===== config.mk =====
export PLATFORM = sky130hd
export DESIGN_NAME = smn_core
export DESIGN_NICKNAME = d
export VERILOG_FILES = /design/src/logic/smn_pkg.sv /design/src/logic/smn_core.sv /design/src/logic/smn_tach.sv /design/src/logic/smn_rstgen.sv
export SDC_FILE = /design/constraint.sdc
export NUM_CORES = 2
export LEC_CHECK = 0
export ABC_CLOCK_PERIOD_IN_PS = 11100
export BUFFER_PORTS_ARGS = -buffer_cell sky130_fd_sc_hd__buf_2
export CAP_MARGIN = 0
export CORE_AREA = 3 3 370 372
export CTS_CLUSTER_DIAMETER = 200
export DETAILED_ROUTE_END_ITERATION = 10
export DIE_AREA = 0 0 373 375
export PLACE_DENSITY_LB_ADDON = 0.2
export RECOVER_POWER = 50
export REMOVE_ABC_BUFFERS = 1
export SYNTH_ARGS = -nofsm -noshare
export SYNTH_HDL_FRONTEND = slang
export SYNTH_SLANG_ARGS = --single-unit
export TNS_END_PERCENT = 20

===== constraint.sdc =====
create_clock -name mclk_i -period 11.1 [get_ports mclk_i]
set_clock_uncertainty 0.15 [all_clocks]
set_input_delay 1.665 -clock mclk_i [delete_from_list [all_inputs] [get_ports mclk_i]]
set_output_delay 1.665 -clock mclk_i [all_outputs]
set_load 0.01 [all_outputs]

===== src/logic/smn_pkg.sv =====
package smn_pkg;
  localparam int CLK_HZ       = 25_000_000;
  localparam int CYC_PER_US   = CLK_HZ / 1_000_000;
  localparam int DW           = 8;
  localparam int NUM_SLOT     = 21;
  localparam int SLOT_W       = 5;
  localparam int NUM_FAN      = 8;
  localparam int NUM_GPIO     = 16;
  localparam int NUM_PLAIN    = 8;
  localparam int NUM_STAT     = NUM_SLOT + NUM_FAN + 1;
  localparam int STAT_FAN0    = NUM_SLOT;
  localparam int STAT_THERMAL_ALERT_PIN   = NUM_SLOT + NUM_FAN;
  localparam int PTR_W        = 8;
  localparam int TIMER_W      = 24;
  localparam int FDIV_W       = 2;
  localparam int NUM_ASYNC    = NUM_GPIO + 5;

  localparam logic [SLOT_W-1:0] SLOT_FIRST           = 5'h00;
  localparam logic [SLOT_W-1:0] CORE_VOLTAGE_CHANNEL = 5'h04;
  localparam logic [SLOT_W-1:0] SLOT_AMBIENT         = 5'h0d;
  localparam logic [SLOT_W-1:0] SLOT_STBY            = 5'h0e;
  localparam logic [SLOT_W-1:0] SLOT_EXT1            = 5'h12;
  localparam logic [SLOT_W-1:0] SLOT_EXT2            = 5'h13;
  localparam logic [SLOT_W-1:0] SLOT_ALT             = 5'h14;

  localparam logic [4:0]    SLAVE_ADDR_HI = 5'h0b;
  localparam logic [DW-1:0] DATA_ZERO     = 8'h00;
  localparam logic [DW-1:0] DATA_MAX      = 8'hff;

  localparam int CONV_SHORT_US   = 11380;
  localparam int CONV_LONG_US    = 34130;
  localparam int CONV_SHORT_CYC  = CONV_SHORT_US * CYC_PER_US;
  localparam int CONV_LONG_CYC   = CONV_LONG_US * CYC_PER_US;
  localparam int RESET_PULSE_MS  = 180;
  localparam int RESET_PULSE_CYC = RESET_PULSE_MS * 1000 * CYC_PER_US;
  localparam int PWM_HZ          = 75;
  localparam int PWM_PERIOD_CYC  = CLK_HZ / PWM_HZ;
  localparam int PWM_STEPS       = 256;
  localparam int FAN_TICK_HZ     = 22500;
  localparam int FAN_TICK_CYC    = CLK_HZ / FAN_TICK_HZ;

  typedef enum logic [2:0] {
    SEQ_IDLE  = 3'b001,
    SEQ_CONV  = 3'b010,
    SEQ_STORE = 3'b100
  } smn_seq_t;
endpackage


===== src/logic/smn_core.sv =====
`timescale 1ns/1ps
module smn_core
  import smn_pkg::*;
#(
  parameter int CONV_SHORT = CONV_SHORT_CYC,
  parameter int CONV_LONG  = CONV_LONG_CYC,
  parameter int RST_PULSE  = RESET_PULSE_CYC,
  parameter int PWM_PERIOD = PWM_PERIOD_CYC
)(
  input  wire logic                     mclk_i,          // 25 MHz clock
  input  wire logic                     rst_n_i,         // Sync reset, active low
  input  wire logic                     monitor_en_i,    // Start monitoring
  input  wire logic                     rd2_analog_i,    // Diode 2 as two voltages
  input  wire logic [DW-1:0]            adc_data_i,      // Converter result
  output logic      [SLOT_W-1:0]        adc_chan_o,      // Channel converting
  output logic                          adc_long_o,      // Long conversion
  output logic                          adc_sample_o,    // Result taken
  input  wire logic [NUM_SLOT*DW-1:0]   lim_hi_i,        // High limits
  input  wire logic [NUM_SLOT*DW-1:0]   lim_lo_i,        // Low limits
  input  wire logic [NUM_FAN*DW-1:0]    fan_lim_i,       // Fan count limits
  input  wire logic [NUM_FAN*FDIV_W-1:0] fan_div_i,      // Fan divisors
  output logic      [NUM_SLOT*DW-1:0]   values_o,        // Value registers
  output logic      [NUM_FAN*DW-1:0]    fan_count_o,     // Fan counts
  output logic      [NUM_STAT-1:0]      status_o,        // Event flags
  input  wire logic [NUM_STAT-1:0]      stat_clr_i,      // Flag clear pulses
  input  wire logic [NUM_STAT-1:0]      mask_i,          // Flag masks
  output logic                          int_o,           // Interrupt, high
  input  wire logic [6:0]               host_addr_i,     // Bus slave address
  output logic                          addr_hit_o,      // Address matches
  input  wire logic [PTR_W-1:0]         host_byte_i,     // Written byte
  input  wire logic                     host_byte_vld_i, // Byte strobe
  input  wire logic                     host_first_i,    // First byte of write
  output logic      [PTR_W-1:0]         addr_ptr_o,      // Address pointer
  output logic      [DW-1:0]            rd_data_o,       // Selected register
  input  wire logic                     chassis_intrusion_in_i, // Intrusion pin
  input  wire logic                     chassis_clr_i,   // Clear intrusion bit
  output logic                          chassis_o,       // Intrusion latched
  input  wire logic                     main_low_i,      // Main supply low
  input  wire logic                     stby_low_i,      // Standby supply low
  input  wire logic                     main_rail_reset_i,    // Pin level
  output logic                          main_rail_reset_o,    // Pin out value
  output logic                          main_rail_reset_oe_o, // Pin drive
  output logic                          standby_rail_reset_n_o, // Stby reset
  input  wire logic [DW-1:0]            pwm_duty_i,      // PWM duty
  output logic                          pwm_o,           // PWM pin value
  output logic                          pwm_oe_o,        // PWM pin drive
  input  wire logic                     dac_wr_i,        // DAC code strobe
  input  wire logic [DW-1:0]            dac_wdata_i,     // DAC code
  output logic      [DW-1:0]            dac_code_o,      // Code to DAC
  input  wire logic [NUM_GPIO-1:0]      pin_i,           // GPIO and tach pins
  output logic      [NUM_GPIO-1:0]      pin_o,           // Pin out values
  output logic      [NUM_GPIO-1:0]      pin_oe_o,        // Pin drives
  input  wire logic [NUM_FAN-1:0]       fan_gpio_i,      // Tach pin as GPIO
  input  wire logic [NUM_GPIO-1:0]      gpio_dir_i,      // 1 is output
  input  wire logic [NUM_GPIO-1:0]      gpio_pol_i,      // 1 inverts
  input  wire logic [NUM_GPIO-1:0]      gpio_out_i,      // Output values
  output logic      [NUM_GPIO-1:0]      gpio_in_o,       // Input values
  input  wire logic                     thermal_alert_pin_i,  // Pin level
  output logic                          thermal_alert_pin_o,  // Pin out value
  output logic                          thermal_alert_pin_oe_o, // Pin drive
  input  wire logic                     thermal_alert_pin_gpio_i,    // Pin as GPIO
  input  wire logic                     thermal_alert_pin_dir_i,     // GPIO direction
  input  wire logic                     thermal_alert_pin_pol_i,     // GPIO polarity
  input  wire logic                     thermal_alert_pin_out_i,     // GPIO out value
  output logic                          thermal_alert_pin_in_o       // GPIO in value
);
  smn_seq_t             state;
  logic [SLOT_W-1:0]    slot;
  logic [SLOT_W-1:0]    last_slot;
  logic [TIMER_W-1:0]   conv_cnt;
  logic [TIMER_W-1:0]   conv_last;
  logic [DW-1:0]        val [NUM_SLOT];
  logic [DW-1:0]        fan_cnt [NUM_FAN];
  logic [NUM_FAN-1:0]   fan_done;
  logic [NUM_STAT-1:0]  set_vec;
  logic                 slot_oor;
  logic [NUM_ASYNC-1:0] async_in;
  logic [NUM_ASYNC-1:0] sync1;
  logic [NUM_ASYNC-1:0] sync2;
  logic [NUM_GPIO-1:0]  pin_s;
  logic                 thermal_alert_pin_s;
  logic                 ci_s;
  logic                 main_low_s;
  logic                 stby_low_s;
  logic                 main_pin_s;
  logic                 core_rst_n;
  logic                 main_rst_n;
  logic [11:0]          fan_pre;
  logic                 fan_tick;
  logic [15:0]          pwm_cnt;
  logic [DW-1:0]        pwm_phase;
  logic                 temp_alert;
  logic [2:0]           thermal_alert_pin_drv;
  logic [PTR_W-1:0]     ptr_fan;

  assign async_in = {main_rail_reset_i, stby_low_i, main_low_i, chassis_intrusion_in_i,
                     thermal_alert_pin_i, pin_i};

  // Pins and supply detectors cross into the clock domain here
  always_ff @(posedge mclk_i) begin
    if (!rst_n_i) begin
      sync1 <= '0;
      sync2 <= '0;
    end else begin
      sync1 <= async_in;
      sync2 <= sync1;
    end
  end

  assign {main_pin_s, stby_low_s, main_low_s, ci_s, thermal_alert_pin_s, pin_s} = sync2;
  // Rail reset pin low, from us or from outside, holds the core
  assign core_rst_n = rst_n_i & main_pin_s;

  smn_rstgen #(.PULSE_CYC(RST_PULSE)) u_main_rst (
    .mclk_i  (mclk_i),
    .rst_n_i (rst_n_i),
    .fail_i  (main_low_s),
    .rst_n_o (main_rst_n)
  );

  smn_rstgen #(.PULSE_CYC(RST_PULSE)) u_stby_rst (
    .mclk_i  (mclk_i),
    .rst_n_i (rst_n_i),
    .fail_i  (stby_low_s),
    .rst_n_o (standby_rail_reset_n_o)
  );

  // Open drain: drive low only while the rail reset is asserted
  assign main_rail_reset_o    = main_rst_n;
  assign main_rail_reset_oe_o = ~main_rst_n;

  // Conversion sequencer
  assign last_slot  = rd2_analog_i ? SLOT_ALT : SLOT_EXT2;
  assign adc_chan_o = slot;
  assign adc_long_o = (slot == SLOT_EXT1) || (slot == SLOT_EXT2 && !rd2_analog_i);
  assign conv_last  = adc_long_o ? TIMER_W'(CONV_LONG - 1) : TIMER_W'(CONV_SHORT - 1);
  assign adc_sample_o = (state == SEQ_STORE);

  always_ff @(posedge mclk_i) begin
    if (!core_rst_n) begin
      state    <= SEQ_IDLE;
      slot     <= SLOT_FIRST;
      conv_cnt <= '0;
    end else begin
      unique case (state)
        SEQ_IDLE: begin
          if (monitor_en_i) begin
            state    <= SEQ_CONV;
            slot     <= SLOT_FIRST;
            conv_cnt <= '0;
          end
        end
        SEQ_CONV: begin
          if (conv_cnt == conv_last) begin
            state <= SEQ_STORE;
          end else begin
            conv_cnt <= conv_cnt + 1'b1;
          end
        end
        SEQ_STORE: begin
          conv_cnt <= '0;
          slot     <= (slot == last_slot) ? SLOT_FIRST : slot + 1'b1;
          state    <= monitor_en_i ? SEQ_CONV : SEQ_IDLE;
        end
      endcase
    end
  end

  always_ff @(posedge mclk_i) begin
    if (!core_rst_n) begin
      for (int i = 0; i < NUM_SLOT; i++) begin
        val[i] <= DATA_ZERO;
      end
    end else if (state == SEQ_STORE) begin
      val[slot] <= adc_data_i;
    end
  end

  assign slot_oor = (adc_data_i > lim_hi_i[slot*DW +: DW]) ||
                    (adc_data_i < lim_lo_i[slot*DW +: DW]);

  // Fan base tick shared by all channels; divisors apply per fan
  always_ff @(posedge mclk_i) begin
    if (!core_rst_n || fan_tick) begin
      fan_pre <= '0;
    end else begin
      fan_pre <= fan_pre + 1'b1;
    end
  end
  assign fan_tick = (fan_pre == 12'(FAN_TICK_CYC - 1));

  for (genvar f = 0; f < NUM_FAN; f++) begin : g_fan
    smn_tach u_tach (
      .mclk_i  (mclk_i),
      .rst_n_i (core_rst_n),
      .en_i    (!fan_gpio_i[f]),
      .tach_i  (pin_s[NUM_PLAIN+f]),
      .tick_i  (fan_tick),
      .div_i   (fan_div_i[f*FDIV_W +: FDIV_W]),
      .count_o (fan_cnt[f]),
      .done_o  (fan_done[f])
    );
    assign fan_count_o[f*DW +: DW] = fan_cnt[f];
    // Slow fan shows as a count above its limit
    assign set_vec[STAT_FAN0+f] = fan_done[f] && (fan_cnt[f] > fan_lim_i[f*DW +: DW]);
  end

  for (genvar s = 0; s < NUM_SLOT; s++) begin : g_slot
    assign values_o[s*DW +: DW] = val[s];
    assign set_vec[s] = (state == SEQ_STORE) && (slot == SLOT_W'(s)) && slot_oor;
  end

  // Ignore the pin for three cycles after our own drive ends
  assign set_vec[STAT_THERMAL_ALERT_PIN] = !thermal_alert_pin_gpio_i && !thermal_alert_pin_s && (thermal_alert_pin_drv == 3'h0);

  // Set wins over a clear arriving in the same cycle
  always_ff @(posedge mclk_i) begin
    if (!core_rst_n) begin
      status_o <= '0;
      int_o    <= 1'b0;
    end else begin
      status_o <= (status_o & ~stat_clr_i) | set_vec;
      int_o    <= |(status_o & ~mask_i);
    end
  end

  // Battery-backed bit: the core reset from the rail pin leaves it alone
  always_ff @(posedge mclk_i) begin
    if (!rst_n_i) begin
      chassis_o <= 1'b0;
    end else begin
      chassis_o <= (chassis_o & ~chassis_clr_i) | ci_s;
    end
  end

  // Host side: address match and pointer
  assign ptr_fan = addr_ptr_o - PTR_W'(NUM_SLOT);

  always_ff @(posedge mclk_i) begin
    if (!core_rst_n) begin
      addr_ptr_o <= '0;
      rd_data_o  <= DATA_ZERO;
      addr_hit_o <= 1'b0;
    end else begin
      addr_hit_o <= (host_addr_i[6:2] == SLAVE_ADDR_HI);
      if (host_byte_vld_i && host_first_i) begin
        addr_ptr_o <= host_byte_i;
      end
      if (addr_ptr_o < PTR_W'(NUM_SLOT)) begin
        rd_data_o <= val[addr_ptr_o[SLOT_W-1:0]];
      end else if (addr_ptr_o < PTR_W'(NUM_SLOT + NUM_FAN)) begin
        rd_data_o <= fan_cnt[ptr_fan[2:0]];
      end else begin
        rd_data_o <= DATA_ZERO;
      end
    end
  end

  // PWM: 256 steps per period; the remainder of the division is dropped
  always_ff @(posedge mclk_i) begin
    if (!core_rst_n) begin
      pwm_cnt   <= '0;
      pwm_phase <= DATA_ZERO;
      pwm_o     <= 1'b0;
    end else begin
      if (pwm_cnt == 16'(PWM_PERIOD / PWM_STEPS - 1)) begin
        pwm_cnt   <= '0;
        pwm_phase <= pwm_phase + 1'b1;
      end else begin
        pwm_cnt <= pwm_cnt + 1'b1;
      end
      pwm_o <= (pwm_phase < pwm_duty_i);
    end
  end
  assign pwm_oe_o = ~pwm_o;

  always_ff @(posedge mclk_i) begin
    if (!core_rst_n) begin
      dac_code_o <= DATA_ZERO;
    end else if (dac_wr_i) begin
      dac_code_o <= dac_wdata_i;
    end
  end

  for (genvar g = 0; g < NUM_GPIO; g++) begin : g_gpio
    logic is_gpio;
    if (g < NUM_PLAIN) begin : g_plain
      assign is_gpio = 1'b1;
    end else begin : g_tach
      assign is_gpio = fan_gpio_i[g-NUM_PLAIN];
    end
    always_ff @(posedge mclk_i) begin
      if (!core_rst_n) begin
        gpio_in_o[g] <= 1'b0;
        pin_o[g]     <= 1'b0;
        pin_oe_o[g]  <= 1'b0;
      end else begin
        gpio_in_o[g] <= pin_s[g] ^ gpio_pol_i[g];
        pin_o[g]     <= gpio_out_i[g] ^ gpio_pol_i[g];
        pin_oe_o[g]  <= is_gpio & gpio_dir_i[g];
      end
    end
  end

  assign temp_alert = (status_o[SLOT_AMBIENT] & ~mask_i[SLOT_AMBIENT]) |
                      (status_o[SLOT_EXT1] & ~mask_i[SLOT_EXT1]) |
                      (status_o[SLOT_EXT2] & ~mask_i[SLOT_EXT2] & ~rd2_analog_i);

  always_ff @(posedge mclk_i) begin
    if (!core_rst_n) begin
      thermal_alert_pin_o    <= 1'b0;
      thermal_alert_pin_oe_o <= 1'b0;
      thermal_alert_pin_in_o             <= 1'b0;
      thermal_alert_pin_drv              <= 3'h0;
    end else begin
      thermal_alert_pin_o    <= thermal_alert_pin_gpio_i & (thermal_alert_pin_out_i ^ thermal_alert_pin_pol_i);
      thermal_alert_pin_oe_o <= thermal_alert_pin_gpio_i ? thermal_alert_pin_dir_i : temp_alert;
      thermal_alert_pin_in_o             <= thermal_alert_pin_s ^ thermal_alert_pin_pol_i;
      thermal_alert_pin_drv              <= {thermal_alert_pin_drv[1:0], thermal_alert_pin_oe_o};
    end
  end
endmodule // smn_core


===== src/logic/smn_tach.sv =====
`timescale 1ns/1ps
module smn_tach
  import smn_pkg::*;
(
  input  wire logic              mclk_i,   // System clock
  input  wire logic              rst_n_i,  // Sync reset, active low
  input  wire logic              en_i,     // Pin used as tach input
  input  wire logic              tach_i,   // Synchronised tach level
  input  wire logic              tick_i,   // Base count tick
  input  wire logic [FDIV_W-1:0] div_i,    // Prescale 1,2,4,8
  output logic      [DW-1:0]     count_o,  // Ticks per revolution
  output logic                   done_o    // New count pulse
);
  logic          prev;
  logic          arm;
  logic          half;
  logic [2:0]    pre;
  logic [DW-1:0] cnt;
  logic          rise;
  logic          ptick;

  assign rise  = tach_i & ~prev;
  assign ptick = tick_i && (pre == 3'((1 << div_i) - 1));

  always_ff @(posedge mclk_i) begin
    if (!rst_n_i || !en_i) begin
      pre <= '0;
    end else if (tick_i) begin
      pre <= ptick ? 3'h0 : pre + 1'b1;
    end
  end

  always_ff @(posedge mclk_i) begin
    if (!rst_n_i) begin
      prev    <= 1'b0;
      arm     <= 1'b0;
      half    <= 1'b0;
      cnt     <= DATA_ZERO;
      count_o <= DATA_MAX;
      done_o  <= 1'b0;
    end else begin
      prev   <= tach_i;
      done_o <= 1'b0;
      if (!en_i) begin
        arm <= 1'b0;
      end else if (rise) begin
        // Second edge after arming closes one revolution
        if (!arm) begin
          arm  <= 1'b1;
          half <= 1'b0;
          cnt  <= DATA_ZERO;
        end else if (half) begin
          count_o <= cnt;
          done_o  <= 1'b1;
          half    <= 1'b0;
          cnt     <= DATA_ZERO;
        end else begin
          half <= 1'b1;
        end
      end else if (ptick && arm) begin
        // A stalled fan reads full scale and disarms until the next edge
        if (cnt == DATA_MAX) begin
          count_o <= DATA_MAX;
          done_o  <= 1'b1;
          arm     <= 1'b0;
        end else begin
          cnt <= cnt + 1'b1;
        end
      end
    end
  end
endmodule // smn_tach


===== src/logic/smn_rstgen.sv =====
`timescale 1ns/1ps
module smn_rstgen
  import smn_pkg::*;
#(
  parameter int PULSE_CYC = RESET_PULSE_CYC
)(
  input  wire logic mclk_i,   // System clock
  input  wire logic rst_n_i,  // Power-on reset, active low
  input  wire logic fail_i,   // Supply below threshold
  output logic      rst_n_o   // Rail reset, active low
);
  logic [TIMER_W-1:0] cnt;

  always_ff @(posedge mclk_i) begin
    if (!rst_n_i || fail_i) begin
      cnt     <= '0;
      rst_n_o <= 1'b0;
    end else if (cnt != TIMER_W'(PULSE_CYC - 1)) begin
      cnt     <= cnt + 1'b1;
      rst_n_o <= 1'b0;
    end else begin
      rst_n_o <= 1'b1;
    end
  end
endmodule // smn_rstgen


==> results.txt <==
CP Class -> in2reg
main area contributors after synthesis -> dfxtp_1 26%, edfxtp_1 22%, mux4_2 12%
most common cell after layout, fill and taps aside -> buf_2
final worst slack -> 3.20 ns
Routed WL -> 155,000 µm
Peak supply drop -> 0.114 mV
Crit path required time -> 11.54 ns
CORE AREA -> 134,000 µm²
f_max -> 127 MHz
path depth of the worst reg2reg path -> 7
fraction of registers with async set/reset -> 0%
Layout Nets -> 4,933
Final Cycle Share -> 71.1%
CTS sink count -> 717
Detail Route Antenna Nets -> 0
met3 Usage GRT -> 3.13%
share of layout cells above drive strength 1 -> 24.9%
yosys warns -> 0
fin. max-slew vios -> 517
Psw -> 1.44 mW
cell family with most CP delay -> buffers and inverters
Slew @ Worst Pin -> 2.52 ns
Final min period -> 7.90 ns
placed inst area -> 42,300 µm²
Crit path largest cell delay -> 1.87 ns
PortBufs -> 953
clock power share -> 47.6%
Cells after Synth -> 3,268
final core utilization -> 33.5%
GRT Max-Usage Layer -> met2
M1 GR Usage -> 23.4%
Levels on crit path -> 8
Worst Path Buf+Inv -> 4
wire per inst -> 25.6 µm
critical path endpoint category -> register
P per Cell Area -> 134 nW/µm²
max cap viols -> 15
Inst Count DP -> 5,894
total grt overflow -> 0
clock transition at the registers of the reported paths -> 0.06 ns
DR iter-0 viols -> 1,912
CP arrival -> 8.33 ns
die width -> 373 µm
CTS Buf Count -> 85
Core Rows -> 134
pin count of the biggest net entering global routing -> 60
Synth Area per Inst -> 10.8 µm²
Area growth, synth to finish -> 26.3%
Sw Share -> 24.0%
Final Power -> 6.01 mW
Final Cell Area -> 44,700 µm²
Detail Placement HPWL -> 122,000 µm
postcts setup bufs -> 0
DIE AREA -> 140,000 µm²
Yosys cell types -> 88
synthesized area -> 35,400 µm²
All-Layer GR Usage -> 21.4%
DRC viols -> 0
CTS tree -> done
Crit Path Max Fanout -> 35
violated checks -> max-capacitance violations, max-slew violations
final hold viol count -> 0
number of detailed-route iterations in the first pass -> 6
outcome -> finished with violations
CP max stage cell -> clkbuf_1
first-pass GRT wire length -> 215,000 µm
max_slew headroom -> -67.8%
top cell type's share of synthesized area -> 26.1%
combinational share of power -> 6.5%
final setup fails -> 0
Via density -> 4.92
Finished Layout Cells -> 6,061
Leakage -> 16.6 nW
die height -> 375 µm
number of cells on the worst hold path -> 1
H-tree Lvls -> 3
Hold-fix buffers, CTS -> 0
RD Place Congestion -> 0.874
GRT met2 Usage -> 39.9%
cell internal pwr -> 4.57 mW
post-synthesis sequential area ratio -> 47.8%
Startpoint Class -> input pin
DR vias -> 29,800
initial antenna violation count -> 32
cts repair resizes -> 0
cell taking the most area after synthesis -> dfxtp_1
vias in the first global route -> 29,600
CTS Root Cell -> clkbuf_16
Max clock buf depth -> 3
final setup TNS -> 0 ns
Starting Density -> 26.5%
highest-count cells in the layout ignoring fill and taps -> 642 x buf_2, 452 x dfxtp_1, 346 x clkbuf_1, 317 x nor2_1, 256 x edfxtp_1
CP most frequent cell -> clkbuf_1
RSZ-0062 raised after global routing -> false
Min Hold Slack -> 0.283 ns
Seq cells post-synth -> 717
Worst-Skew Late Latency -> 0.67 ns
Hold Crit Class -> reg2reg
EDFF count, synth -> 256
crit-path cells -> buf_2, clkbuf_1, and2_0, clkbuf_1, nand2_1, nor2_1, inv_1, o21ai_0
IO Pins -> 956
DP Worst Slack -> 5.28 ns
sequential power share -> 45.9%
Top FF cell, synth -> dfxtp_1
[layer usage]
metal,vias up,part of all wire (%)
met1,14500,37
met3,252,5.1
met5,-,0.015
li1,14000,-
met4,4,5.5
met2,1095,52
[cell families after synthesis]
family                   after synthesis  synth area share (%)
AND/OR/NAND/NOR                     1240                  18.6
flip-flops                           717                  47.8
AO/OA/AOI/OAI                        489                  9.16
buffers and inverters                321                  3.49
multiplexers                         242                  13.3
XOR/XNOR                             143                  3.54
adder cells (fa/ha/maj)              116                  4.10
[state kept, by name, summed over array words and instances, names as in the netlist, 21 cells and up, named ones only]
signal,flops
val,256
g_fan.u_tach.cnt,64
g_fan.u_tach.count_o,64
status_o,30
conv_cnt,24
g_fan.u_tach.pre,24
u_main_rst.cnt,24
u_stby_rst.cnt,24
sync1,21
sync2,21
[cell type report]
cell class / count / area (µm²)
diodes: 9 / 22.5
fillers: 13900 / 88900
well taps: 1768 / 2210
flip-flops and latches: 717 / 16900
inverters: 165 / 619
clock buffers: 118 / 2390
multi-input cells: 2230 / 17300
repair buffers: 1014 / 4790
clock inverters: 40 / 439
[path summary, 6_finish.rpt]
path	from	to	slack, ns
worst max-delay path	rst_n_i	status_o[8]$_SDFF_PN0_	3.20
worst min-delay path	sync1[7]$_SDFF_PN0_	sync2[7]$_SDFF_PN0_	0.28
worst max register to register	sync2[20]$_SDFF_PN0_	status_o[8]$_SDFF_PN0_	5.14
worst min register to register	sync1[7]$_SDFF_PN0_	sync2[7]$_SDFF_PN0_	0.28
[power groups by stage]
| stage | Clock, mW | Combinational [mW] | Sequential [mW] |
|---|---|---|---|
| 2_1_floorplan | 0 | 0.141 | 2.82 |
| 3_3_place_gp | 0 | 0.399 | 2.82 |
| 3_5_place_dp | 0 | 0.403 | 2.82 |
| 4_1_cts | 2.94 | 0.404 | 2.76 |
| 5_1_grt | 3.04 | 0.426 | 2.76 |
| 6_report | 2.86 | 0.390 | 2.76 |
[Yosys cell counts (8+ instances only)]
| cell | count |
|---|---|
| or3_1 | 28 |
| a31oi_1 | 9 |
| o21a_1 | 9 |
| nor4b_1 | 15 |
| nor3_1 | 84 |
| nand4_1 | 71 |
| and4_1 | 18 |
| xnor2_1 | 74 |
| o32ai_1 | 16 |
| o22ai_1 | 11 |
| clkbuf_1 | 121 |
| nor2_1 | 317 |
| o31ai_1 | 19 |
| mux4_2 | 183 |
| nor2b_1 | 43 |
| inv_1 | 164 |
| a211oi_1 | 34 |
| o21ai_1 | 20 |
| mux2i_1 | 48 |
| ha_1 | 116 |
| nand3b_1 | 10 |
| o22a_1 | 41 |
| a21o_1 | 11 |
| or4_1 | 14 |
| a31o_2 | 8 |
| nand2_1 | 175 |
| nand3_1 | 96 |
| o211ai_1 | 8 |
| nor4_1 | 17 |
| nand2b_1 | 38 |
| a22oi_1 | 9 |
| a21oi_1 | 132 |
| edfxtp_1 | 256 |
| dfxtp_1 | 461 |
| and3_1 | 51 |
| and2_1 | 201 |
| buf_2 | 23 |
| mux2_2 | 11 |
| a2111oi_0 | 9 |
| a221o_1 | 11 |
| xor2_1 | 69 |
| nor3b_1 | 22 |
| o21ai_0 | 96 |
| buf_1 | 11 |
Note: power is estimated with default switching activity, not from simulation.
